--- src/logic/u485_pkg.sv ---
package u485_pkg;

    // ------------------------------------------------------------
    // register byte offsets
    // ------------------------------------------------------------
    localparam logic [7:0] OFF_TURN_CTL  = 8'h00; // write: turnaround/disable control, read: modem status
    localparam logic [7:0] OFF_SCRATCH   = 8'h04;
    localparam logic [7:0] OFF_FEATURE   = 8'h08;
    localparam logic [7:0] OFF_ENHANCED  = 8'h0C;
    localparam logic [7:0] OFF_MODEM_CTL = 8'h10;

    // ------------------------------------------------------------
    // field positions
    // ------------------------------------------------------------
    localparam int TURN_DLY_LSB   = 4;   // turnaround delay [7:4]
    localparam int TX_DIS_BIT     = 3;
    localparam int RX_DIS_BIT     = 2;
    localparam int TX_MODE_BIT    = 1;
    localparam int RX_MODE_BIT    = 0;
    localparam int STAT_CTS_BIT   = 4;   // modem status: cts level
    localparam int STAT_DCTS_BIT  = 0;   // modem status: delta cts
    localparam int FEAT_TBL_LSB   = 6;   // trigger table [7:6]
    localparam int FEAT_RS485_BIT = 5;
    localparam int FEAT_IRPOL_BIT = 4;
    localparam int ENH_EN_BIT     = 4;
    localparam int ENH_MSI_BIT    = 3;   // modem status interrupt enable
    localparam int ENH_TXI_BIT    = 1;   // transmit interrupt enable
    localparam int MCR_AUTO_BIT   = 6;   // auto rts/dtr flow control enable
    localparam int MCR_SEL_BIT    = 2;   // 0: rts pin, 1: dtr pin
    localparam int MCR_RTS_BIT    = 1;
    localparam int MCR_DTR_BIT    = 0;

    // ------------------------------------------------------------
    // reset values
    // ------------------------------------------------------------
    localparam logic [7:0] RST_TURN_CTL  = 8'h00;
    localparam logic [7:0] RST_SCRATCH   = 8'hFF;
    localparam logic [7:0] RST_FEATURE   = 8'h00;
    localparam logic [7:0] RST_ENHANCED  = 8'h00;
    localparam logic [7:0] RST_MODEM_CTL = 8'h00;

    // bus answers
    localparam logic [1:0] RESP_OKAY   = 2'h0;
    localparam logic [1:0] RESP_SLVERR = 2'h2;

    // trigger table d: no next-level hysteresis
    localparam logic [1:0] TABLE_D = 2'h3;

    // ------------------------------------------------------------
    // direction state
    // ------------------------------------------------------------
    typedef enum logic [2:0] {
        DIR_IDLE = 3'b001,
        DIR_TX   = 3'b010,
        DIR_TURN = 3'b100
    } u485_dir_t;

endpackage : u485_pkg

--- src/logic/u485_ctl.sv ---
// Contract
// flag cts change; interrupt if enabled
// turnaround delay 0..15 bit times
// delay writes need enhanced enable
// transmitter disable halts shifter, keeps fifo
// software keeps tx enabled for immediate send
// receiver disable finishes current character
// re-enable receiver; idle line gives clean data
// software re-enables receiver only when idle
// receive fifo always readable
// tx disable mode governs flow characters
// rx disable mode governs flow characters
// scratch byte read/write, resets to ff
// trigger table select; a-c next-level hysteresis
// rs485 mode overrides auto flow on pin
// flow select picks rts or dtr
// direction high on load, low after stop
// tx interrupt source follows rs485 mode
// flow characters alone keep direction unchanged
// infrared receive polarity select
// enhanced enable gates enhanced writes
// status read clears delta cts
// bit time equals baud bit period
//
// The implementer's own choices: the register offsets and the AXI4-Lite slave port.
`timescale 1ns/10ps
`default_nettype none

module u485_ctl #(
    parameter int unsigned BIT_CYCLES = 16
) (
    // clock and reset
    input  wire logic        aclk,
    input  wire logic        aresetn,
    // axi4-lite write address
    input  wire logic        awvalid,
    output logic             awready,
    input  wire logic [7:0]  awaddr,
    input  wire logic [2:0]  awprot,
    // axi4-lite write data
    input  wire logic        wvalid,
    output logic             wready,
    input  wire logic [31:0] wdata,
    input  wire logic [3:0]  wstrb,
    // axi4-lite write response
    output logic             bvalid,
    input  wire logic        bready,
    output logic [1:0]       bresp,
    // axi4-lite read address
    input  wire logic        arvalid,
    output logic             arready,
    input  wire logic [7:0]  araddr,
    input  wire logic [2:0]  arprot,
    // axi4-lite read data
    output logic             rvalid,
    input  wire logic        rready,
    output logic [31:0]      rdata,
    output logic [1:0]       rresp,
    // uart core status
    input  wire logic        tx_load,
    input  wire logic        thr_empty,
    input  wire logic        tx_fifo_empty,
    input  wire logic        tsr_empty,
    input  wire logic        flow_char_pending,
    input  wire logic        flow_char_sent,
    input  wire logic        rx_busy,
    input  wire logic        auto_flow_deassert,
    // uart core control
    output logic             tx_halt,
    output logic             flow_tx_allow,
    output logic             rx_halt,
    output logic             rx_data_accept,
    output logic             rx_flow_accept,
    output logic [1:0]       trigger_table,
    output logic             next_level_hyst,
    output logic             tx_irq,
    output logic             modem_irq,
    // serial pins
    input  wire logic        cts_n,
    input  wire logic        ir_rx_in,
    output logic             ir_rx_data,
    output logic             rts_n,
    output logic             dtr_n
);

    // ------------------------------------------------------------
    // register state
    // ------------------------------------------------------------
    logic [7:0]           turn_ctl_q;
    logic [7:0]           scratch_q;
    logic [7:0]           feature_q;
    logic [7:0]           enhanced_q;
    logic [7:0]           modem_ctl_q;
    logic                 cts_q;
    logic                 dcts_q;
    u485_pkg::u485_dir_t  dir_q;
    u485_pkg::u485_dir_t  dir_d;
    logic                 tx_idle_q;
    logic                 flow_pend_q;
    logic                 tx_dis_prev_q;
    logic                 rx_halt_q;
    logic                 awready_q;
    logic                 wready_q;
    logic                 bvalid_q;
    logic [1:0]           bresp_q;
    logic                 arready_q;
    logic                 rvalid_q;
    logic [31:0]          rdata_q;
    logic [1:0]           rresp_q;
    logic [7:0]           aw_addr_q;
    logic [7:0]           w_data_q;
    logic                 w_lane0_q;
    logic                 tx_halt_q;
    logic                 flow_tx_allow_q;
    logic                 rx_data_accept_q;
    logic                 rx_flow_accept_q;
    logic                 tx_irq_q;
    logic                 modem_irq_q;
    logic                 ir_rx_data_q;
    logic                 rts_n_q;
    logic                 dtr_n_q;

    // ------------------------------------------------------------
    // bus decode
    // ------------------------------------------------------------
    wire aw_take  = awvalid && awready_q;
    wire w_take   = wvalid && wready_q;
    wire ar_take  = arvalid && arready_q;
    wire wr_fire  = !awready_q && !wready_q && !bvalid_q;
    wire wr_lane  = wr_fire && w_lane0_q;
    wire enh_en   = enhanced_q[u485_pkg::ENH_EN_BIT];
    wire wr_turn  = wr_lane && (aw_addr_q == u485_pkg::OFF_TURN_CTL) && enh_en;
    wire wr_scr   = wr_lane && (aw_addr_q == u485_pkg::OFF_SCRATCH);
    wire wr_feat  = wr_lane && (aw_addr_q == u485_pkg::OFF_FEATURE);
    wire wr_enh   = wr_lane && (aw_addr_q == u485_pkg::OFF_ENHANCED);
    wire wr_mcr   = wr_lane && (aw_addr_q == u485_pkg::OFF_MODEM_CTL);
    wire wr_hit   = (aw_addr_q == u485_pkg::OFF_TURN_CTL) || (aw_addr_q == u485_pkg::OFF_SCRATCH)
                 || (aw_addr_q == u485_pkg::OFF_FEATURE) || (aw_addr_q == u485_pkg::OFF_ENHANCED)
                 || (aw_addr_q == u485_pkg::OFF_MODEM_CTL);
    wire rd_stat  = ar_take && (araddr == u485_pkg::OFF_TURN_CTL);
    wire [7:0] stat_byte = {3'h0, cts_q, 3'h0, dcts_q};
    wire rd_hit   = (araddr == u485_pkg::OFF_TURN_CTL) || (araddr == u485_pkg::OFF_SCRATCH)
                 || (araddr == u485_pkg::OFF_FEATURE) || (araddr == u485_pkg::OFF_ENHANCED)
                 || (araddr == u485_pkg::OFF_MODEM_CTL);
    // turnaround/disable control is write-only; its read offset shows modem status
    wire [7:0] rd_byte = (araddr == u485_pkg::OFF_TURN_CTL)  ? stat_byte
                       : (araddr == u485_pkg::OFF_SCRATCH)   ? scratch_q
                       : (araddr == u485_pkg::OFF_FEATURE)   ? feature_q
                       : (araddr == u485_pkg::OFF_ENHANCED)  ? enhanced_q
                       : (araddr == u485_pkg::OFF_MODEM_CTL) ? modem_ctl_q
                       : 8'h00;

    // ------------------------------------------------------------
    // control fields
    // ------------------------------------------------------------
    wire [3:0] turn_dly = turn_ctl_q[7:u485_pkg::TURN_DLY_LSB];
    wire tx_dis   = turn_ctl_q[u485_pkg::TX_DIS_BIT];
    wire rx_dis   = turn_ctl_q[u485_pkg::RX_DIS_BIT];
    wire tx_mode  = turn_ctl_q[u485_pkg::TX_MODE_BIT];
    wire rx_mode  = turn_ctl_q[u485_pkg::RX_MODE_BIT];
    wire rs485_en = feature_q[u485_pkg::FEAT_RS485_BIT];
    wire ir_inv   = feature_q[u485_pkg::FEAT_IRPOL_BIT];
    wire flow_sel = modem_ctl_q[u485_pkg::MCR_SEL_BIT];
    wire auto_en  = modem_ctl_q[u485_pkg::MCR_AUTO_BIT];
    wire tx_idle  = tsr_empty && tx_fifo_empty;
    wire idle_rise = tx_idle && !tx_idle_q;   // last stop bit has left the shifter
    wire cts_now  = !cts_n;
    wire turn_done;

    // ------------------------------------------------------------
    // axi4-lite write channel
    // ------------------------------------------------------------
    always_ff @(posedge aclk) begin
        if (!aresetn) begin
            awready_q <= 1'b1;
            wready_q  <= 1'b1;
            bvalid_q  <= 1'b0;
            bresp_q   <= u485_pkg::RESP_OKAY;
            aw_addr_q <= 8'h00;
            w_data_q  <= 8'h00;
            w_lane0_q <= 1'b0;
        end else begin
            if (aw_take) begin
                awready_q <= 1'b0;
                aw_addr_q <= awaddr;
            end
            if (w_take) begin
                wready_q  <= 1'b0;
                w_data_q  <= wdata[7:0];
                w_lane0_q <= wstrb[0];
            end
            if (wr_fire) begin
                bvalid_q <= 1'b1;
                bresp_q  <= wr_hit ? u485_pkg::RESP_OKAY : u485_pkg::RESP_SLVERR;
            end
            if (bvalid_q && bready) begin
                bvalid_q  <= 1'b0;
                awready_q <= 1'b1;
                wready_q  <= 1'b1;
            end
        end
    end

    // ------------------------------------------------------------
    // axi4-lite read channel
    // ------------------------------------------------------------
    always_ff @(posedge aclk) begin
        if (!aresetn) begin
            arready_q <= 1'b1;
            rvalid_q  <= 1'b0;
            rdata_q   <= 32'h0000_0000;
            rresp_q   <= u485_pkg::RESP_OKAY;
        end else if (ar_take) begin
            arready_q <= 1'b0;
            rvalid_q  <= 1'b1;
            rdata_q   <= {24'h00_0000, rd_byte};
            rresp_q   <= rd_hit ? u485_pkg::RESP_OKAY : u485_pkg::RESP_SLVERR;
        end else if (rvalid_q && rready) begin
            arready_q <= 1'b1;
            rvalid_q  <= 1'b0;
        end
    end

    // ------------------------------------------------------------
    // software registers
    // ------------------------------------------------------------
    always_ff @(posedge aclk) begin
        if (!aresetn) begin
            turn_ctl_q  <= u485_pkg::RST_TURN_CTL;
            scratch_q   <= u485_pkg::RST_SCRATCH;
            feature_q   <= u485_pkg::RST_FEATURE;
            enhanced_q  <= u485_pkg::RST_ENHANCED;
            modem_ctl_q <= u485_pkg::RST_MODEM_CTL;
        end else begin
            if (wr_turn) turn_ctl_q  <= w_data_q;
            if (wr_scr)  scratch_q   <= w_data_q;
            if (wr_feat) feature_q   <= w_data_q;
            if (wr_enh)  enhanced_q  <= w_data_q;
            if (wr_mcr)  modem_ctl_q <= w_data_q;
        end
    end

    // ------------------------------------------------------------
    // modem status: delta cts, set wins over read clear
    // ------------------------------------------------------------
    always_ff @(posedge aclk) begin
        if (!aresetn) begin
            cts_q  <= 1'b0;
            dcts_q <= 1'b0;
        end else begin
            cts_q  <= cts_now;
            if (cts_now != cts_q) dcts_q <= 1'b1;
            else if (rd_stat)     dcts_q <= 1'b0;
        end
    end

    // ------------------------------------------------------------
    // rs485 direction sequencer
    // ------------------------------------------------------------
    always_comb begin
        dir_d = dir_q;
        unique case (dir_q)
            u485_pkg::DIR_IDLE: if (tx_load) dir_d = u485_pkg::DIR_TX;
            u485_pkg::DIR_TX:   if (idle_rise) dir_d = u485_pkg::DIR_TURN;
            u485_pkg::DIR_TURN: begin
                if (tx_load)        dir_d = u485_pkg::DIR_TX;   // new byte cancels turnaround
                else if (turn_done) dir_d = u485_pkg::DIR_IDLE;
            end
            default:            dir_d = u485_pkg::DIR_IDLE;
        endcase
    end

    always_ff @(posedge aclk) begin
        if (!aresetn) begin
            dir_q     <= u485_pkg::DIR_IDLE;
            tx_idle_q <= 1'b1;
        end else begin
            dir_q     <= dir_d;
            tx_idle_q <= tx_idle;
        end
    end

    // bit-time delay counted from the baud period
    u485_turn #(
        .BIT_CYCLES (BIT_CYCLES)
    ) u_turn (
        .aclk    (aclk),
        .aresetn (aresetn),
        .start   ((dir_q == u485_pkg::DIR_TX) && idle_rise),
        .cancel  (tx_load),
        .delay   (turn_dly),
        .done    (turn_done)
    );

    // ------------------------------------------------------------
    // transmit and receive disable
    // ------------------------------------------------------------
    always_ff @(posedge aclk) begin
        if (!aresetn) begin
            tx_dis_prev_q <= 1'b0;
            flow_pend_q   <= 1'b0;
            rx_halt_q     <= 1'b0;
        end else begin
            tx_dis_prev_q <= tx_dis;
            // a flow character queued at disable time still goes out once
            if (tx_dis && !tx_dis_prev_q) flow_pend_q <= flow_char_pending;
            else if (flow_char_sent || !tx_dis) flow_pend_q <= 1'b0;
            // halt only between characters; re-enable is immediate, so a busy line
            // at that moment may deliver garbage, which software must avoid
            if (!rx_dis)       rx_halt_q <= 1'b0;
            else if (!rx_busy) rx_halt_q <= 1'b1;
        end
    end

    // ------------------------------------------------------------
    // registered outputs
    // ------------------------------------------------------------
    always_ff @(posedge aclk) begin
        if (!aresetn) begin
            tx_halt_q        <= 1'b0;
            flow_tx_allow_q  <= 1'b1;
            rx_data_accept_q <= 1'b1;
            rx_flow_accept_q <= 1'b1;
            tx_irq_q         <= 1'b0;
            modem_irq_q      <= 1'b0;
            ir_rx_data_q     <= 1'b0;
            rts_n_q          <= 1'b1;
            dtr_n_q          <= 1'b1;
        end else begin
            tx_halt_q        <= tx_dis;
            flow_tx_allow_q  <= !tx_dis || tx_mode || flow_pend_q;
            rx_data_accept_q <= !rx_halt_q;
            rx_flow_accept_q <= !rx_halt_q || rx_mode;
            tx_irq_q         <= enhanced_q[u485_pkg::ENH_TXI_BIT]
                              && (rs485_en ? tx_idle : thr_empty);
            modem_irq_q      <= enhanced_q[u485_pkg::ENH_MSI_BIT] && dcts_q;
            ir_rx_data_q     <= ir_rx_in ^ ir_inv;
            // rs485 direction takes the selected pin over auto flow control
            if (rs485_en && !flow_sel) rts_n_q <= (dir_q != u485_pkg::DIR_IDLE);
            else rts_n_q <= !(modem_ctl_q[u485_pkg::MCR_RTS_BIT] && !(auto_en && !flow_sel && auto_flow_deassert));
            if (rs485_en && flow_sel) dtr_n_q <= (dir_q != u485_pkg::DIR_IDLE);
            else dtr_n_q <= !(modem_ctl_q[u485_pkg::MCR_DTR_BIT] && !(auto_en && flow_sel && auto_flow_deassert));
        end
    end

    // ------------------------------------------------------------
    // port drive
    // ------------------------------------------------------------
    assign awready         = awready_q;
    assign wready          = wready_q;
    assign bvalid          = bvalid_q;
    assign bresp           = bresp_q;
    assign arready         = arready_q;
    assign rvalid          = rvalid_q;
    assign rdata           = rdata_q;
    assign rresp           = rresp_q;
    assign tx_halt         = tx_halt_q;
    assign flow_tx_allow   = flow_tx_allow_q;
    assign rx_halt         = rx_halt_q;         // receive fifo reads are never gated here
    assign rx_data_accept  = rx_data_accept_q;
    assign rx_flow_accept  = rx_flow_accept_q;
    assign trigger_table   = feature_q[7:u485_pkg::FEAT_TBL_LSB];
    assign next_level_hyst = (feature_q[7:u485_pkg::FEAT_TBL_LSB] != u485_pkg::TABLE_D);
    assign tx_irq          = tx_irq_q;
    assign modem_irq       = modem_irq_q;
    assign ir_rx_data      = ir_rx_data_q;
    assign rts_n           = rts_n_q;
    assign dtr_n           = dtr_n_q;
endmodule : u485_ctl

`default_nettype wire

--- src/logic/u485_turn.sv ---
`timescale 1ns/10ps
`default_nettype none

module u485_turn #(
    parameter int unsigned BIT_CYCLES = 16
) (
    // clock and reset
    input  wire logic       aclk,
    input  wire logic       aresetn,
    // control
    input  wire logic       start,
    input  wire logic       cancel,
    input  wire logic [3:0] delay,
    // result
    output logic            done
);

    localparam logic [15:0] DIV_LAST = 16'(BIT_CYCLES - 1);

    logic [15:0] div_q;
    logic [3:0]  bits_q;
    logic        busy_q;
    logic        done_q;

    // divider enable marks one serial bit period
    wire bit_tick = busy_q && (div_q == DIV_LAST);
    wire finish   = busy_q && (bits_q == 4'h0) && !cancel;

    // ------------------------------------------------------------
    // bit-time counter
    // ------------------------------------------------------------
    always_ff @(posedge aclk) begin
        if (!aresetn) begin
            div_q  <= 16'h0000;
            bits_q <= 4'h0;
            busy_q <= 1'b0;
            done_q <= 1'b0;
        end else begin
            done_q <= finish;
            if (cancel || finish) begin
                busy_q <= 1'b0;
            end else if (start) begin
                busy_q <= 1'b1;
                bits_q <= delay;  // binary count of bit times
                div_q  <= 16'h0000;
            end else if (bit_tick) begin
                div_q  <= 16'h0000;
                bits_q <= bits_q - 4'h1;
            end else if (busy_q) begin
                div_q  <= div_q + 16'h0001;
            end
        end
    end

    assign done = done_q;

endmodule : u485_turn

`default_nettype wire

--- config.mk ---
export PLATFORM = sky130hd
export DESIGN_NAME = u485_ctl
export DESIGN_NICKNAME = d
export VERILOG_FILES = /design/src/logic/u485_pkg.sv /design/src/logic/u485_ctl.sv /design/src/logic/u485_turn.sv
export SDC_FILE = /design/constraint.sdc
export NUM_CORES = 1
export LEC_CHECK = 0
export BUFFER_PORTS_ARGS = -buffer_cell sky130_fd_sc_hd__buf_2
export CAP_MARGIN = 20
export CORE_MARGIN = 4
export CORE_UTILIZATION = 59
export CTS_BUF_LIST = sky130_fd_sc_hd__clkbuf_2 sky130_fd_sc_hd__clkbuf_4 sky130_fd_sc_hd__clkbuf_8
export DETAILED_ROUTE_END_ITERATION = 12
export PLACE_DENSITY = 0.95
export SYNTH_ARGS = -nofsm -noshare
export SYNTH_HDL_FRONTEND = slang
export SYNTH_SLANG_ARGS = --single-unit
--- constraint.sdc ---
create_clock -name aclk -period 3.35 [get_ports aclk]
set_input_delay 0.67 -clock aclk [delete_from_list [all_inputs] [get_ports aclk]]
set_output_delay 0.67 -clock aclk [all_outputs]
set_load 0.05 [all_outputs]
# Word-level counts from Yosys, hierarchy flattened
# Index checks and enable logic that the tools add are counted.
word_totals:
  reg_bits: 113
  inputBits: 75
  out_inout_bits: 54
  word_cells: 159
op_classes:
  addsub: 2
  eq_ne: 18
  mux: 28
  n_bitwise: 3
  n_reduce_logical: 73
ops:
  columns: ["cell", "count"]
  rows:
  - ["two-way mux 16 bit", 3]
  - ["two-way mux 8 bit", 5]
  - ["== test 8 x 4 -> 1 bit (second input constant)", 4]
  - ["logical AND 1 bit", 32]
  - ["adder 16 x 1 -> 16 bit (second input constant)", 1]
  - ["== test 16 x 4 -> 1 bit (second input constant)", 1]
  - ["== test 8 x 3 -> 1 bit (second input constant)", 2]
  - ["== test 8 x 5 -> 1 bit (second input constant)", 2]
  - ["logical NOT 8 bit", 2]
  - ["logical NOT 1 bit", 14]
  - ["logical OR 1 bit", 13]
  - ["two-way mux 3 bit", 4]
  - ["two-way mux 1 bit", 11]
  - ["one-hot mux 3 bit (3 select lines)", 1]
  - ["two-way mux 4 bit", 2]
  - ["nonzero test 2 bit", 4]
  - ["inequality test 2 bit (second input constant)", 3]
  - ["AND reduction 2 bit", 3]
  - ["logical NOT 4 bit", 1]
  - ["two-way mux 2 bit", 2]
  - ["OR reduction 2 bit", 2]
  - ["subtractor 4 x 1 -> 4 bit (second input constant)", 1]
  - ["== test 3 x 1 -> 1 bit (second input constant)", 1]
  - ["== test 3 x 2 -> 1 bit (second input constant)", 1]
  - ["8 further kinds", 9]

# Depth between registers and ports, before layout
# Gate-level depths: netlist of the first run.
logic_depth:
  ltp_word: 7
  ltp_mapped: 8
  ltp_nobuf: 7

# By module
# Synthesis of the first run repeated with hierarchy kept, for this count alone.
hier_totals:
  hier_cells: 606
  hier_area_um2: 5211.2
modules_own_cells:
  columns: ["module", "instances", "cells_per_inst", "area_per_inst_um2"]
  rows:
  - ["u485_ctl", 1, 464, 3998.8]
  - ["u485_turn", 1, 142, 1212.4]

# Worst setup path after synthesis of the first run
# No wires, ideal clock.
synth_path:
  path_kind: "input-to-reg"
  from: "input araddr[6]"
  to: "register rdata_q[4] (netlist: rdata[4])"
  setup_ns: 0.070
  arrival_ns: 1.946
  required_time_ns: 3.280
  slack_ns: 1.334
  cell_stages: 5
  path_cell_list: "or4_1 -> nor3_2 -> nand3b_1 -> a2bb2oi_1 -> a21oi_1"
synth_via:
  elab_chain_cells: 6
synth_lines:
  columns: ["element", "line_no", "rtl"]
  rows:
  - ["start: declaration", "u485_ctl.sv:52", "input wire logic [7:0] araddr,"]
  - ["== test 8 x 5 -> 1 bit", "u485_ctl.sv:150", ": (araddr == u485_pkg::OFF_MODEM_CTL) ? modem_ctl_q"]
  - ["two-way mux 8 bit", "u485_ctl.sv:150", null]
  - ["two-way mux 8 bit", "u485_ctl.sv:149", ": (araddr == u485_pkg::OFF_ENHANCED) ? enhanced_q"]
  - ["two-way mux 8 bit", "u485_ctl.sv:148", ": (araddr == u485_pkg::OFF_FEATURE) ? feature_q"]
  - ["two-way mux 8 bit", "u485_ctl.sv:147", ": (araddr == u485_pkg::OFF_SCRATCH) ? scratch_q"]
  - ["two-way mux 8 bit *", "u485_ctl.sv:146", "wire [7:0] rd_byte = (araddr == u485_pkg::OFF_TURN_CTL) ? stat_byte"]
  - ["end signal: assignment", "u485_ctl.sv:216", "rdata_q <= {24'h00_0000, rd_byte};"]
  - ["end: declaration", "u485_ctl.sv:108", "logic [31:0] rdata_q;"]
# Mark *: on every way between the ends. The rest lies on a longest branch, timed or not.
# A chain may end at the register's enable or synchronous reset.

# Worst setup path in the final report of the first run
layout_path:
  from: "register aw_addr_q[1]"
  to: "register scratch_q[4]"
layout_via:
  elab_chain_cells: 2
layout_lines:
  columns: ["element", "line_no", "rtl"]
  rows:
  - ["start: declaration", "u485_ctl.sv:110", "logic [7:0] aw_addr_q;"]
  - ["start signal: assignment", "u485_ctl.sv:185", "aw_addr_q <= awaddr;"]
  - ["== test 8 x 3 -> 1 bit", "u485_ctl.sv:133", "wire wr_scr = wr_lane && (aw_addr_q == u485_pkg::OFF_SCRATCH);"]
  - ["logical AND 1 bit", "u485_ctl.sv:133", null]
  - ["end signal: assignment", "u485_ctl.sv:230", "scratch_q <= u485_pkg::RST_SCRATCH;"]
  - ["end signal: assignment", "u485_ctl.sv:236", "if (wr_scr) scratch_q <= w_data_q;"]
  - ["end: declaration", "u485_ctl.sv:90", "logic [7:0] scratch_q;"]
# No other way between the ends.

==> results by group, run 1 <==
Run status
  • Status: completed

Critical path
  • Worst-path cell chain: or4_4 -> nor4_4 -> nand3b_1 -> mux2i_1 -> nand2_1
  • Flop-to-flop setup slack: 1.07 ns
  • Critical path required time: 3.61 ns
  • Critical path's largest stage delay: 0.58 ns
  • Crit path launch type: flip-flop
  • Reg-to-reg endpoint: scratch_q[4]$_SDFFE_PN1P_
  • Crit-path max FO: 8
  • CP Data Arrival Time: 2.54 ns
  • Reg2reg start: aw_addr_q[1]$_SDFFE_PN0P_
  • Setup CP Type: flip-flop to flip-flop
  • Setup crit end kind: flip-flop
  • Reg2Reg Depth: 5
  • Max stage delay cell, worst path: or4_4

STA
  • RSZ-0062 raised after global routing: false
  • Max frequency: 439 MHz
  • Final Setup Violations: 0
  • Final Hold Vio Count: 0
  • Worst setup margin: 1.07 ns
  • Setup Skew: roughly 0.012 ns
  • Worst Hold Slack: approximately 0.43 ns
  • Setup tns final: 0 ns
  • Final worst path period share: 0.680
  • Post-route minimum period: 2.28 ns
  • Max transition margin: 0.533
  • Worst-margin pin slew: between 0.6 and 0.7 ns
  • Slew Limit Fails: 0

Placed design
  • Post-DP HPWL: 7980 µm
  • Setup WS pre-CTS: 1.04 ns
  • Routability cong.: 0.862
  • I/O Buffers: a little under 70
  • Cell count after placement: just over 700
  • Cell Area, Placed: 5210 µm²

Yosys
  • Post-Syn Area: 4940 µm²
  • Multiplexer area fraction after synthesis: 0.0834
  • Average cell area after synthesis: 8.77 µm²
  • Number of flops mapped to enable cells by yosys: 0
  • Yosys warns: 0
  • Simple logic cell fraction of the synthesized area: 0.223
  • Largest family of logic cells by synthesized area: simple AND/OR/NAND/NOR gates
  • Distinct cells, synth: 58
  • Top FF cell, synth: dfxtp_1
  • Cells after Synth: 563
  • Post-synthesis xor/xnor area fraction: 0.0231
  • Register area share after synthesis: 0.450
  • FF+latch count, synth: 111
  • Adder-Cell Fraction of Synth Area: 0.00760
  • Ys async rst share: 0
  • Synth Area in Compound Gates: 0.135

Cells and area
  • Share of cells above drive strength 1: 0.170
  • Most frequent cells in the layout: 111 x dfxtp_1, 69 x buf_2, 68 x nor2_1
  • Area grow syn2layout: 9.48%
  • Commonest non-fill, non-tap cell in the layout: dfxtp_1
  • Nets: 692
  • N_diodes: 0
  • Final cell count without fillers: 724
  • Final Instance Area: 5410 µm²
  • # fillers: 631

CTS
  • Post-CTS sizing: 0
  • Hold_buf cts: 0
  • Clk slew on worst S/H paths: 0.12 ns
  • Clock Sinks: 111
  • H-Tree Depth: 3
  • Post-CTS Setup Repair Bufs: 0
  • Number of CTS-inserted buffers: 9
  • Root buffer cell: clkbuf_8
  • Clk buf depth: 2
  • CTS tree: built
  • Clk_lat worst skew: 0.38 ns

Drt
  • Initial DRC Count: around 340
  • Detailed Routing Iterations Pass 1: 8
  • Vias: 4194
  • Post-Route WL: around 11000 µm
  • Detail Route Antenna Nets: 0
  • Avg WL per Cell: about 16 µm
  • Vias/cell: 5.79
  • DRC: 0

Global routing
  • Initial antenna violation count: 0
  • First-pass GRT wire length: 18300 µm
  • Vias in the first global route: 3913
  • GRT Util Overall: 0.226
  • Total grt overflow: 0
  • Pin count of the biggest net entering global routing: 66

Die
  • I/O pins: 129
  • Starting Density: 0.604
  • Die span in x: 99.5 µm
  • Die Area: 9900 µm²
  • Die H: roughly 99 µm
  • Core area: ~8200 µm²
  • Cell row count: 33

Job
  • Max Cap Viol: 0

Power and ir drop
  • LEAKAGE: 2.38 nW
  • Worst-case vdd ir drop: 0.000218 V
  • PwrDens: 454 nW/µm²

Min path
  • Hold Path Sink: rx_data_accept$_SDFF_PN1_
  • Worst hold start: rx_halt$_SDFFE_PN0N_
  • Hold WC Path Type: flip-flop to flip-flop
  • Hold depth: 1
[critical path, delay by kind of cell (launching register included)]
family	cells	cell delay [ns]
multiplexers	1	0.32
flip-flops	1	0.33
AND/OR/NAND/NOR	4	1.50
[metal layers]
layer / wire length (µm) / GRT usage
met5: 0 / 0
met4: 382 / 0.101
met3: 578 / 0.0379
met2: 5720 / 0.392
met1: 4620 / 0.276
[logic make-up after synthesis]
family / count (synthesis)
xor gates and xnor gates: 13
muxes: 41
adders and majority gates: 3
and+or+nand+nor: 221
buffers and inverters: 69
other: 1
DFF: 111
AOI/OAI and AO/OA: 104
[flip-flops by register name (all words and copies together), names as in the netlist, 3 cells and up]
| signal | flops |
|---|---|
| aw_addr_q | 8 |
| u_turn.bits_q | 4 |
| u_turn.div_q | 16 |
| enhanced_q | 8 |
| turn_ctl_q | 8 |
| scratch_q | 8 |
| feature_q | 8 |
| rdata | 8 |
| modem_ctl_q | 8 |
| dir_q | 3 |
| w_data_q | 8 |
[Yosys cell counts (all sizes together), types with 2 or more instances]
library cell | instances | area [µm²]
nand4 | 9 | 68.8
or4 | 2 | 18.8
and3 | 5 | 31.3
xnor2 | 6 | 52.6
o32ai | 2 | 36.3
nor2b | 4 | 25.0
nand3b | 5 | 37.5
o22ai | 11 | 68.8
a21oi | 44 | 220
nor4 | 4 | 40.0
and2 | 4 | 27.5
or3 | 2 | 12.5
o41ai | 3 | 26.3
buf | 37 | 259
xor2 | 7 | 61.3
nor2 | 69 | 262
nand2b | 9 | 56.3
and4 | 2 | 17.5
nor3 | 6 | 40.0
a31oi | 4 | 25.0
nand3 | 28 | 145
nor3b | 3 | 22.5
o21ai | 15 | 75.1
nor4b | 2 | 17.5
ha | 3 | 37.5
dfxtp | 111 | 2220
inv | 11 | 41.3
a22oi | 9 | 67.6
or2 | 3 | 18.8
a2bb2oi | 2 | 17.5
a32oi | 6 | 52.6
clkbuf | 20 | 75.1
o31ai | 3 | 22.5
nand2 | 61 | 229
mux2i | 40 | 400
[final cells by class]
| cell class | count | area (µm²) | share of cell area |
|---|---|---|---|
| Timing Repair Buffer | 72 | 380 | 0.0704 |
| Clock inverter | 7 | 72.6 | 0.0134 |
| Inverter | 12 | 45.0 | 0.00833 |
| Clock buffer | 9 | 124 | 0.0229 |
| Multi-Input combinational cell | 408 | 2430 | 0.450 |
| Sequential cell | 111 | 2220 | 0.411 |
| Tap cell | 105 | 131 | 0.0243 |
[power by group]
group / internal [W] / total, W / switching [W]
Combinational: 0.0000692 / 0.000262 / 0.000193
Clock: 0.000297 / 0.000806 / 0.000509
Sequential: 0.00135 / 0.00139 / 0.0000390
Total: 0.00171 / 0.00246 / 0.000741
[how the worst max path moves through the flow]
| stage | startpoint | end | slack [ns] | cells past startpoint |
|---|---|---|---|---|
| 2_1_floorplan | araddr[6] | rdata[4]$_SDFFE_PN0P_ | 1.33 | 5 |
| 3_3_place_gp | araddr[6] | rdata[4]$_SDFFE_PN0P_ | 1.13 | 6 |
| 3_5_place_dp | araddr[6] | rdata[4]$_SDFFE_PN0P_ | 1.04 | 6 |
| 4_1_cts | dir_q[1]$_SDFFE_PN0P_ | u_turn.bits_q[2]$_SDFFE_PN0P_ | 1.04 | 5 |
| 5_1_grt | dir_q[1]$_SDFFE_PN0P_ | u_turn.bits_q[2]$_SDFFE_PN0P_ | 0.92 | 5 |
| 6_report | aw_addr_q[1]$_SDFFE_PN0P_ | scratch_q[4]$_SDFFE_PN1P_ | 1.07 | 5 |
[stage by stage]
step           utilization  power [W]
2_1_floorplan            -    0.00163
3_3_place_gp         0.637    0.00166
3_5_place_dp         0.637    0.00168
4_1_cts              0.661    0.00246
5_1_grt              0.661    0.00254
6_report             0.661    0.00246
(Power assumes the default switching activity.)
==> inputs of run 2 (changes only) <==
Settings changed: CORE_UTILIZATION 59 to 55, PLACE_DENSITY 0.95 to 0.9.
Clock period 3.35 ns to 2.15 ns, I/O delays scaled along.
==> run 2 against run 1 <==
Compared with the run above: fmax increased by 12%; utilization decreased by 3.2 points; clock skew increased by 0.0027 ns; largest cell class unchanged; die area increased by 6.7%; global-route usage decreased by 0.56 points; largest power group unchanged; sequential power increased by 55%; total power increased by 53%; count of clock-buffer cells in the layout unchanged; sequential share of layout area decreased by 0.59 points; final area increased by 1.5%.
==> results by group, run 2 (synthesis results as in run 1) <==
Die
  • Die span in x: 103 µm
  • Starting Density: 0.566
  • Core area: 8720 µm²
  • Die H: 103 µm
  • I/O pins: roughly 130
  • Cell row count: 34
  • Die Area: 10600 µm²

Min path
  • Hold WC Path Type: input port to flip-flop

Critical path
  • Crit-path max FO: 7
  • Worst-path cell chain: or4b_4 -> o32ai_4 -> and2_4 -> a41oi_1 -> a211oi_1
  • CP Data Arrival Time: 2.32 ns
  • Setup CP Type: flip-flop to flip-flop
  • Setup crit end kind: flip-flop
  • Critical path's largest stage delay: 0.54 ns
  • Worst path bufs/invs: 0
  • Flop-to-flop setup slack: around 0.11 ns
  • Max stage delay cell, worst path: or4b_4
  • Critical path required time: 2.43 ns
  • Crit path launch type: flip-flop
  • Crit path max-delay family: simple AND/OR/NAND/NOR gates

Global routing
  • Total grt overflow: 0
  • GRT Util Overall: 0.220
  • First-pass GRT wire length: about 19000 µm
  • Vias in the first global route: approximately 4000
  • Pin count of the biggest net entering global routing: 69
  • Initial antenna violation count: 0

STA
  • RSZ-0062 raised after global routing: false
  • Max frequency: 490 MHz
  • Worst Hold Slack: 0.202 ns
  • Final worst path period share: 0.949
  • Setup tns final: 0 ns
  • Final Hold Vio Count: 0
  • Setup Skew: between 0.01 and 0.015 ns
  • Slew Limit Fails: 0
  • Post-route minimum period: between 2 and 2.5 ns
  • Final Setup Violations: 0

Drt
  • DRC: 0
  • Vias/cell: around 5.7
  • Top sig layer: met4
  • Detail Route Antenna Nets: 0
  • M1 wire length: 4690 µm
  • Post-Route WL: 11500 µm
  • Initial DRC Count: 253
  • Met2 WL: approximately 5800 µm
  • Met3 WL: roughly 650 µm
  • Avg WL per Cell: 15.6 µm
  • Detailed Routing Iterations Pass 1: 5
  • Vias: 4179

CTS
  • H-Tree Depth: 3
  • Clk_lat worst skew: 0.38 ns
  • Root buffer cell: clkbuf_8
  • Hold_buf cts: 0
  • Number of CTS-inserted buffers: 9
  • CTS tree: built
  • Clk slew on worst S/H paths: 0.11 ns
  • Clk buf depth: 2
  • Post-CTS Setup Repair Bufs: 0
  • Post-CTS sizing: 0
  • Clock Sinks: 111

Power and ir drop
  • LEAKAGE: between 2 and 2.5 nW
  • PwrDens: 683 nW/µm²
  • Tot Pwr: 0.00375 W
  • Worst-case vdd ir drop: 0.000365 V

Cells and area
  • Register area: 2220 µm²
  • Area grow syn2layout: 11.1%
  • Finished Core Util: 0.629
  • Multi-input logic area: 2440 µm²
  • Max reg flops: 16
  • Final cell count without fillers: about 740
  • Most frequent cells in the layout: 111 x dfxtp_1, 69 x buf_2, 68 x nor2_1
  • Share of cells above drive strength 1: 0.184
  • # fillers: 714
  • Commonest non-fill, non-tap cell in the layout: dfxtp_1
  • Reg with most FFs: u_turn.div_q
  • Nets: ~700
  • N_diodes: 0

Job
  • Max Cap Viol: 0

Placed design
  • I/O Buffers: 69
  • Cell count after placement: between 700 and 800
  • Routability cong.: 0.910
  • Post-DP HPWL: 8270 µm

Run status
  • Status: completed
run 2: changes by cell type in the layout (fill, tap and decap cells not counted), moves of 2 or more:
cell | previous run | this run
buf_4 | 2 | 13
clkinvlp_4 | 0 | 2
clkinv_4 | 0 | 2
inv_6 | 2 | 0
run 2: final timing paths:
kind / to / startpoint / cells past startpoint
hold reg to reg: rx_data_accept$_SDFF_PN1_ / rx_halt$_SDFFE_PN0N_ / 1
setup reg to reg: u_turn.div_q[8]$_SDFFE_PN0P_ / dir_q[1]$_SDFFE_PN0P_ / 5
hold / removal: rx_halt$_SDFFE_PN0N_ / rx_busy / 2
setup / recovery: u_turn.div_q[8]$_SDFFE_PN0P_ / dir_q[1]$_SDFFE_PN0P_ / 5
run 2: cell type report:
| cell class | count | area share |
|---|---|---|
| multi-input cells | 408 | 0.445 |
| flip-flops and latches | 111 | 0.405 |
| repair buffers | 83 | 0.0844 |
| well taps | 108 | 0.0246 |
| clock buffers | 9 | 0.0226 |
| clock inverters | 6 | 0.0100 |
| inverters | 12 | 0.00821 |
run 2: power by group:
group          leakage (nW)  internal, W  switching [W]
clock network        0.0853     0.000435       0.000733
registers             0.901      0.00210      0.0000530
logic                  1.44     0.000114       0.000311
run 2: worst register-to-register path, stage by stage (launching register included):
cell      delay [ns]
dfxtp_1         0.44
or4b_4          0.54
o32ai_4         0.36
and2_4          0.23
a41oi_1         0.13
a211oi_1        0.26
run 2: per-layer routing:
layer	vias up	track usage
li1	2043	-
met1	1974	0.271
met2	131	0.373
met3	31	0.0467
met4	0	0.0966
met5	-	0
run 2: stage by stage:
step / worst slack [ns] / area [µm²]
2_1_floorplan: 0.271 / 5030
3_3_place_gp: 0.205 / 5300
3_5_place_dp: 0.0866 / 5300
4_1_cts: 0.0475 / 5470
5_1_grt: 0.00732 / 5480
6_report: 0.109 / 5480
==> inputs of run 3 (changes only) <==
Settings changed: CORE_UTILIZATION 55 to 50, PLACE_DENSITY 0.9 to 0.83, SLEW_MARGIN set to 20.
==> run 3 against run 2 <==
Compared with the run above: utilization decreased by 5.9 points; critical path type unchanged; die area is 9.2% higher; largest power group unchanged; clock skew fell by 0.00083 ns; wire length hardly changed; clock power hardly changed; sequential power hardly changed; register-to-register slack better by 0.03 ns; final area up 0.66%.
==> results by group, run 3 (synthesis results as in run 1) <==
Run status
  • Status: completed

Critical path
  • CP Data Arrival Time: ~2.3 ns
  • Crit-path max FO: 8
  • Crit path launch type: flip-flop
  • Setup crit end kind: flip-flop
  • Setup CP Type: flip-flop to flip-flop
  • Critical path required time: 2.40 ns

Drt
  • Vias: 4142
  • Detailed Routing Iterations Pass 1: 6
  • Detail Route Antenna Nets: 0
  • Post-Route WL: around 11000 µm
  • Avg WL per Cell: 15.0 µm
  • Initial DRC Count: 253
  • DRC: 0
  • Vias/cell: roughly 5.4

STA
  • RSZ-0062 raised after global routing: false
  • Worst-margin pin slew: 0.550 ns
  • Post-route minimum period: 2.01 ns
  • Final Hold Vio Count: 0
  • Slew Limit Fails: 0
  • Max transition margin: 0.632
  • Final Setup Violations: 0
  • Setup Skew: 0.0134 ns
  • Setup tns final: 0 ns
  • Final worst path period share: 0.935
  • Max frequency: 498 MHz

Die
  • Die H: between 100 and 150 µm
  • Core area: 9680 µm²
  • I/O pins: 129
  • Starting Density: 0.510
  • Die span in x: approximately 110 µm
  • Die Area: about 12000 µm²
  • Cell row count: 36

CTS
  • CTS tree: built
  • Clk slew on worst S/H paths: 0.11 ns
  • Root buffer cell: clkbuf_8
  • Post-CTS Setup Repair Bufs: 0
  • H-Tree Depth: 3
  • Clock Sinks: 111
  • Number of CTS-inserted buffers: 9
  • Clk_lat worst skew: approximately 0.38 ns
  • Clk buf depth: 2

Global routing
  • Vias in the first global route: 4137
  • GRT Util Overall: 0.200
  • Total grt overflow: 0
  • Initial antenna violation count: 0
  • Pin count of the biggest net entering global routing: 47
  • First-pass GRT wire length: 18900 µm

Placed design
  • Cell count after placement: 748
  • Post-DP HPWL: 8400 µm
  • I/O Buffers: 69
  • Routability cong.: 0.857

Cells and area
  • Most frequent cells in the layout: 111 x dfxtp_1, 69 x buf_2, 68 x nor2_1
  • N_diodes: 0
  • Area grow syn2layout: 11.8%
  • Max reg flops: 16
  • Commonest non-fill, non-tap cell in the layout: dfxtp_1
  • Register area: 2220 µm²
  • Nets: between 700 and 800
  • Final cell count without fillers: 764
  • Reg with most FFs: u_turn.div_q
  • # fillers: around 860
  • Multi-input logic area: 2440 µm²
  • Share of cells above drive strength 1: 0.187

Power and ir drop
  • Tot Pwr: 0.00378 W
  • LEAKAGE: 2.44 nW
  • PwrDens: 685 nW/µm²
  • Worst-case vdd ir drop: approximately 0.00028 V

Min path
  • Hold WC Path Type: input port to flip-flop

Job
  • Max Cap Viol: 0
## run 3: cell types whose count changed in the layout (fill, tap and decap cells not counted), sizes merged
cell      change
clkinvlp      -2
inv           +2
buf           +1
clkinv        +1
## run 3: critical path, stage by stage, from the launching register on
cell	delay [ns]
dfxtp_1	0.33
or4_4	0.57
nor4_4	0.38
nand3b_1	0.14
buf_4	0.21
mux2i_1	0.18
nand2_1	0.08
## run 3: metrics by stage
stage	setup WS (ns)	util	hold slack, ns	instance area (µm²)
6_report	0.141	0.570	0.225	5520
5_1_grt	0.0304	0.570	0.223	5520
4_1_cts	0.0451	0.569	0.219	5510
3_5_place_dp	0.151	0.549	0.401	5320
3_3_place_gp	0.212	0.549	0.391	5320
2_1_floorplan	0.271	-	0.412	5030
## run 3: timing repair
item / CTS / global route
gates resized for setup: 0 / 2
hold buffers: 0 / 0
endpoints found under the setup margin: 0 / 8
## run 3: worst paths after layout
kind	startpoint	to	slack (ns)	depth (start not counted)
min reg2reg	rx_halt$_SDFFE_PN0N_	rx_data_accept$_SDFF_PN1_	0.43	1
min	rx_busy	rx_halt$_SDFFE_PN0N_	0.23	2
max	aw_addr_q[1]$_SDFFE_PN0P_	scratch_q[2]$_SDFFE_PN1P_	0.14	6
max reg2reg	aw_addr_q[1]$_SDFFE_PN0P_	scratch_q[2]$_SDFFE_PN1P_	0.14	6
## run 3: cell type report
class / instances / share of cell area
clock buffer: 9 / 0.0224
clock inverter: 7 / 0.0113
inverter: 12 / 0.00816
multi-input combinational: 408 / 0.442
sequential: 111 / 0.403
tap: 133 / 0.0301
timing repair buffer: 84 / 0.0830
## run 3: report_power, final
group          total (W)  internal [W]  leakage, nW  switching, W
combinational   0.000419      0.000113         1.44      0.000306
sequential       0.00216       0.00210        0.901     0.0000550
clock            0.00120      0.000449       0.0980      0.000755
## run 3: routing by layer
| metal | wire length, µm | global-route usage | vias to the layer above | share of wire |
|---|---|---|---|---|
| met4 | 259 | 0.0766 | 0 | 0.023 |
| li1 | - | - | 2042 | - |
| met2 | 5900 | 0.353 | 133 | 0.51 |
| met5 | 0 | 0 | - | 0 |
| met3 | 547 | 0.0246 | 26 | 0.048 |
| met1 | 4790 | 0.248 | 1941 | 0.42 |
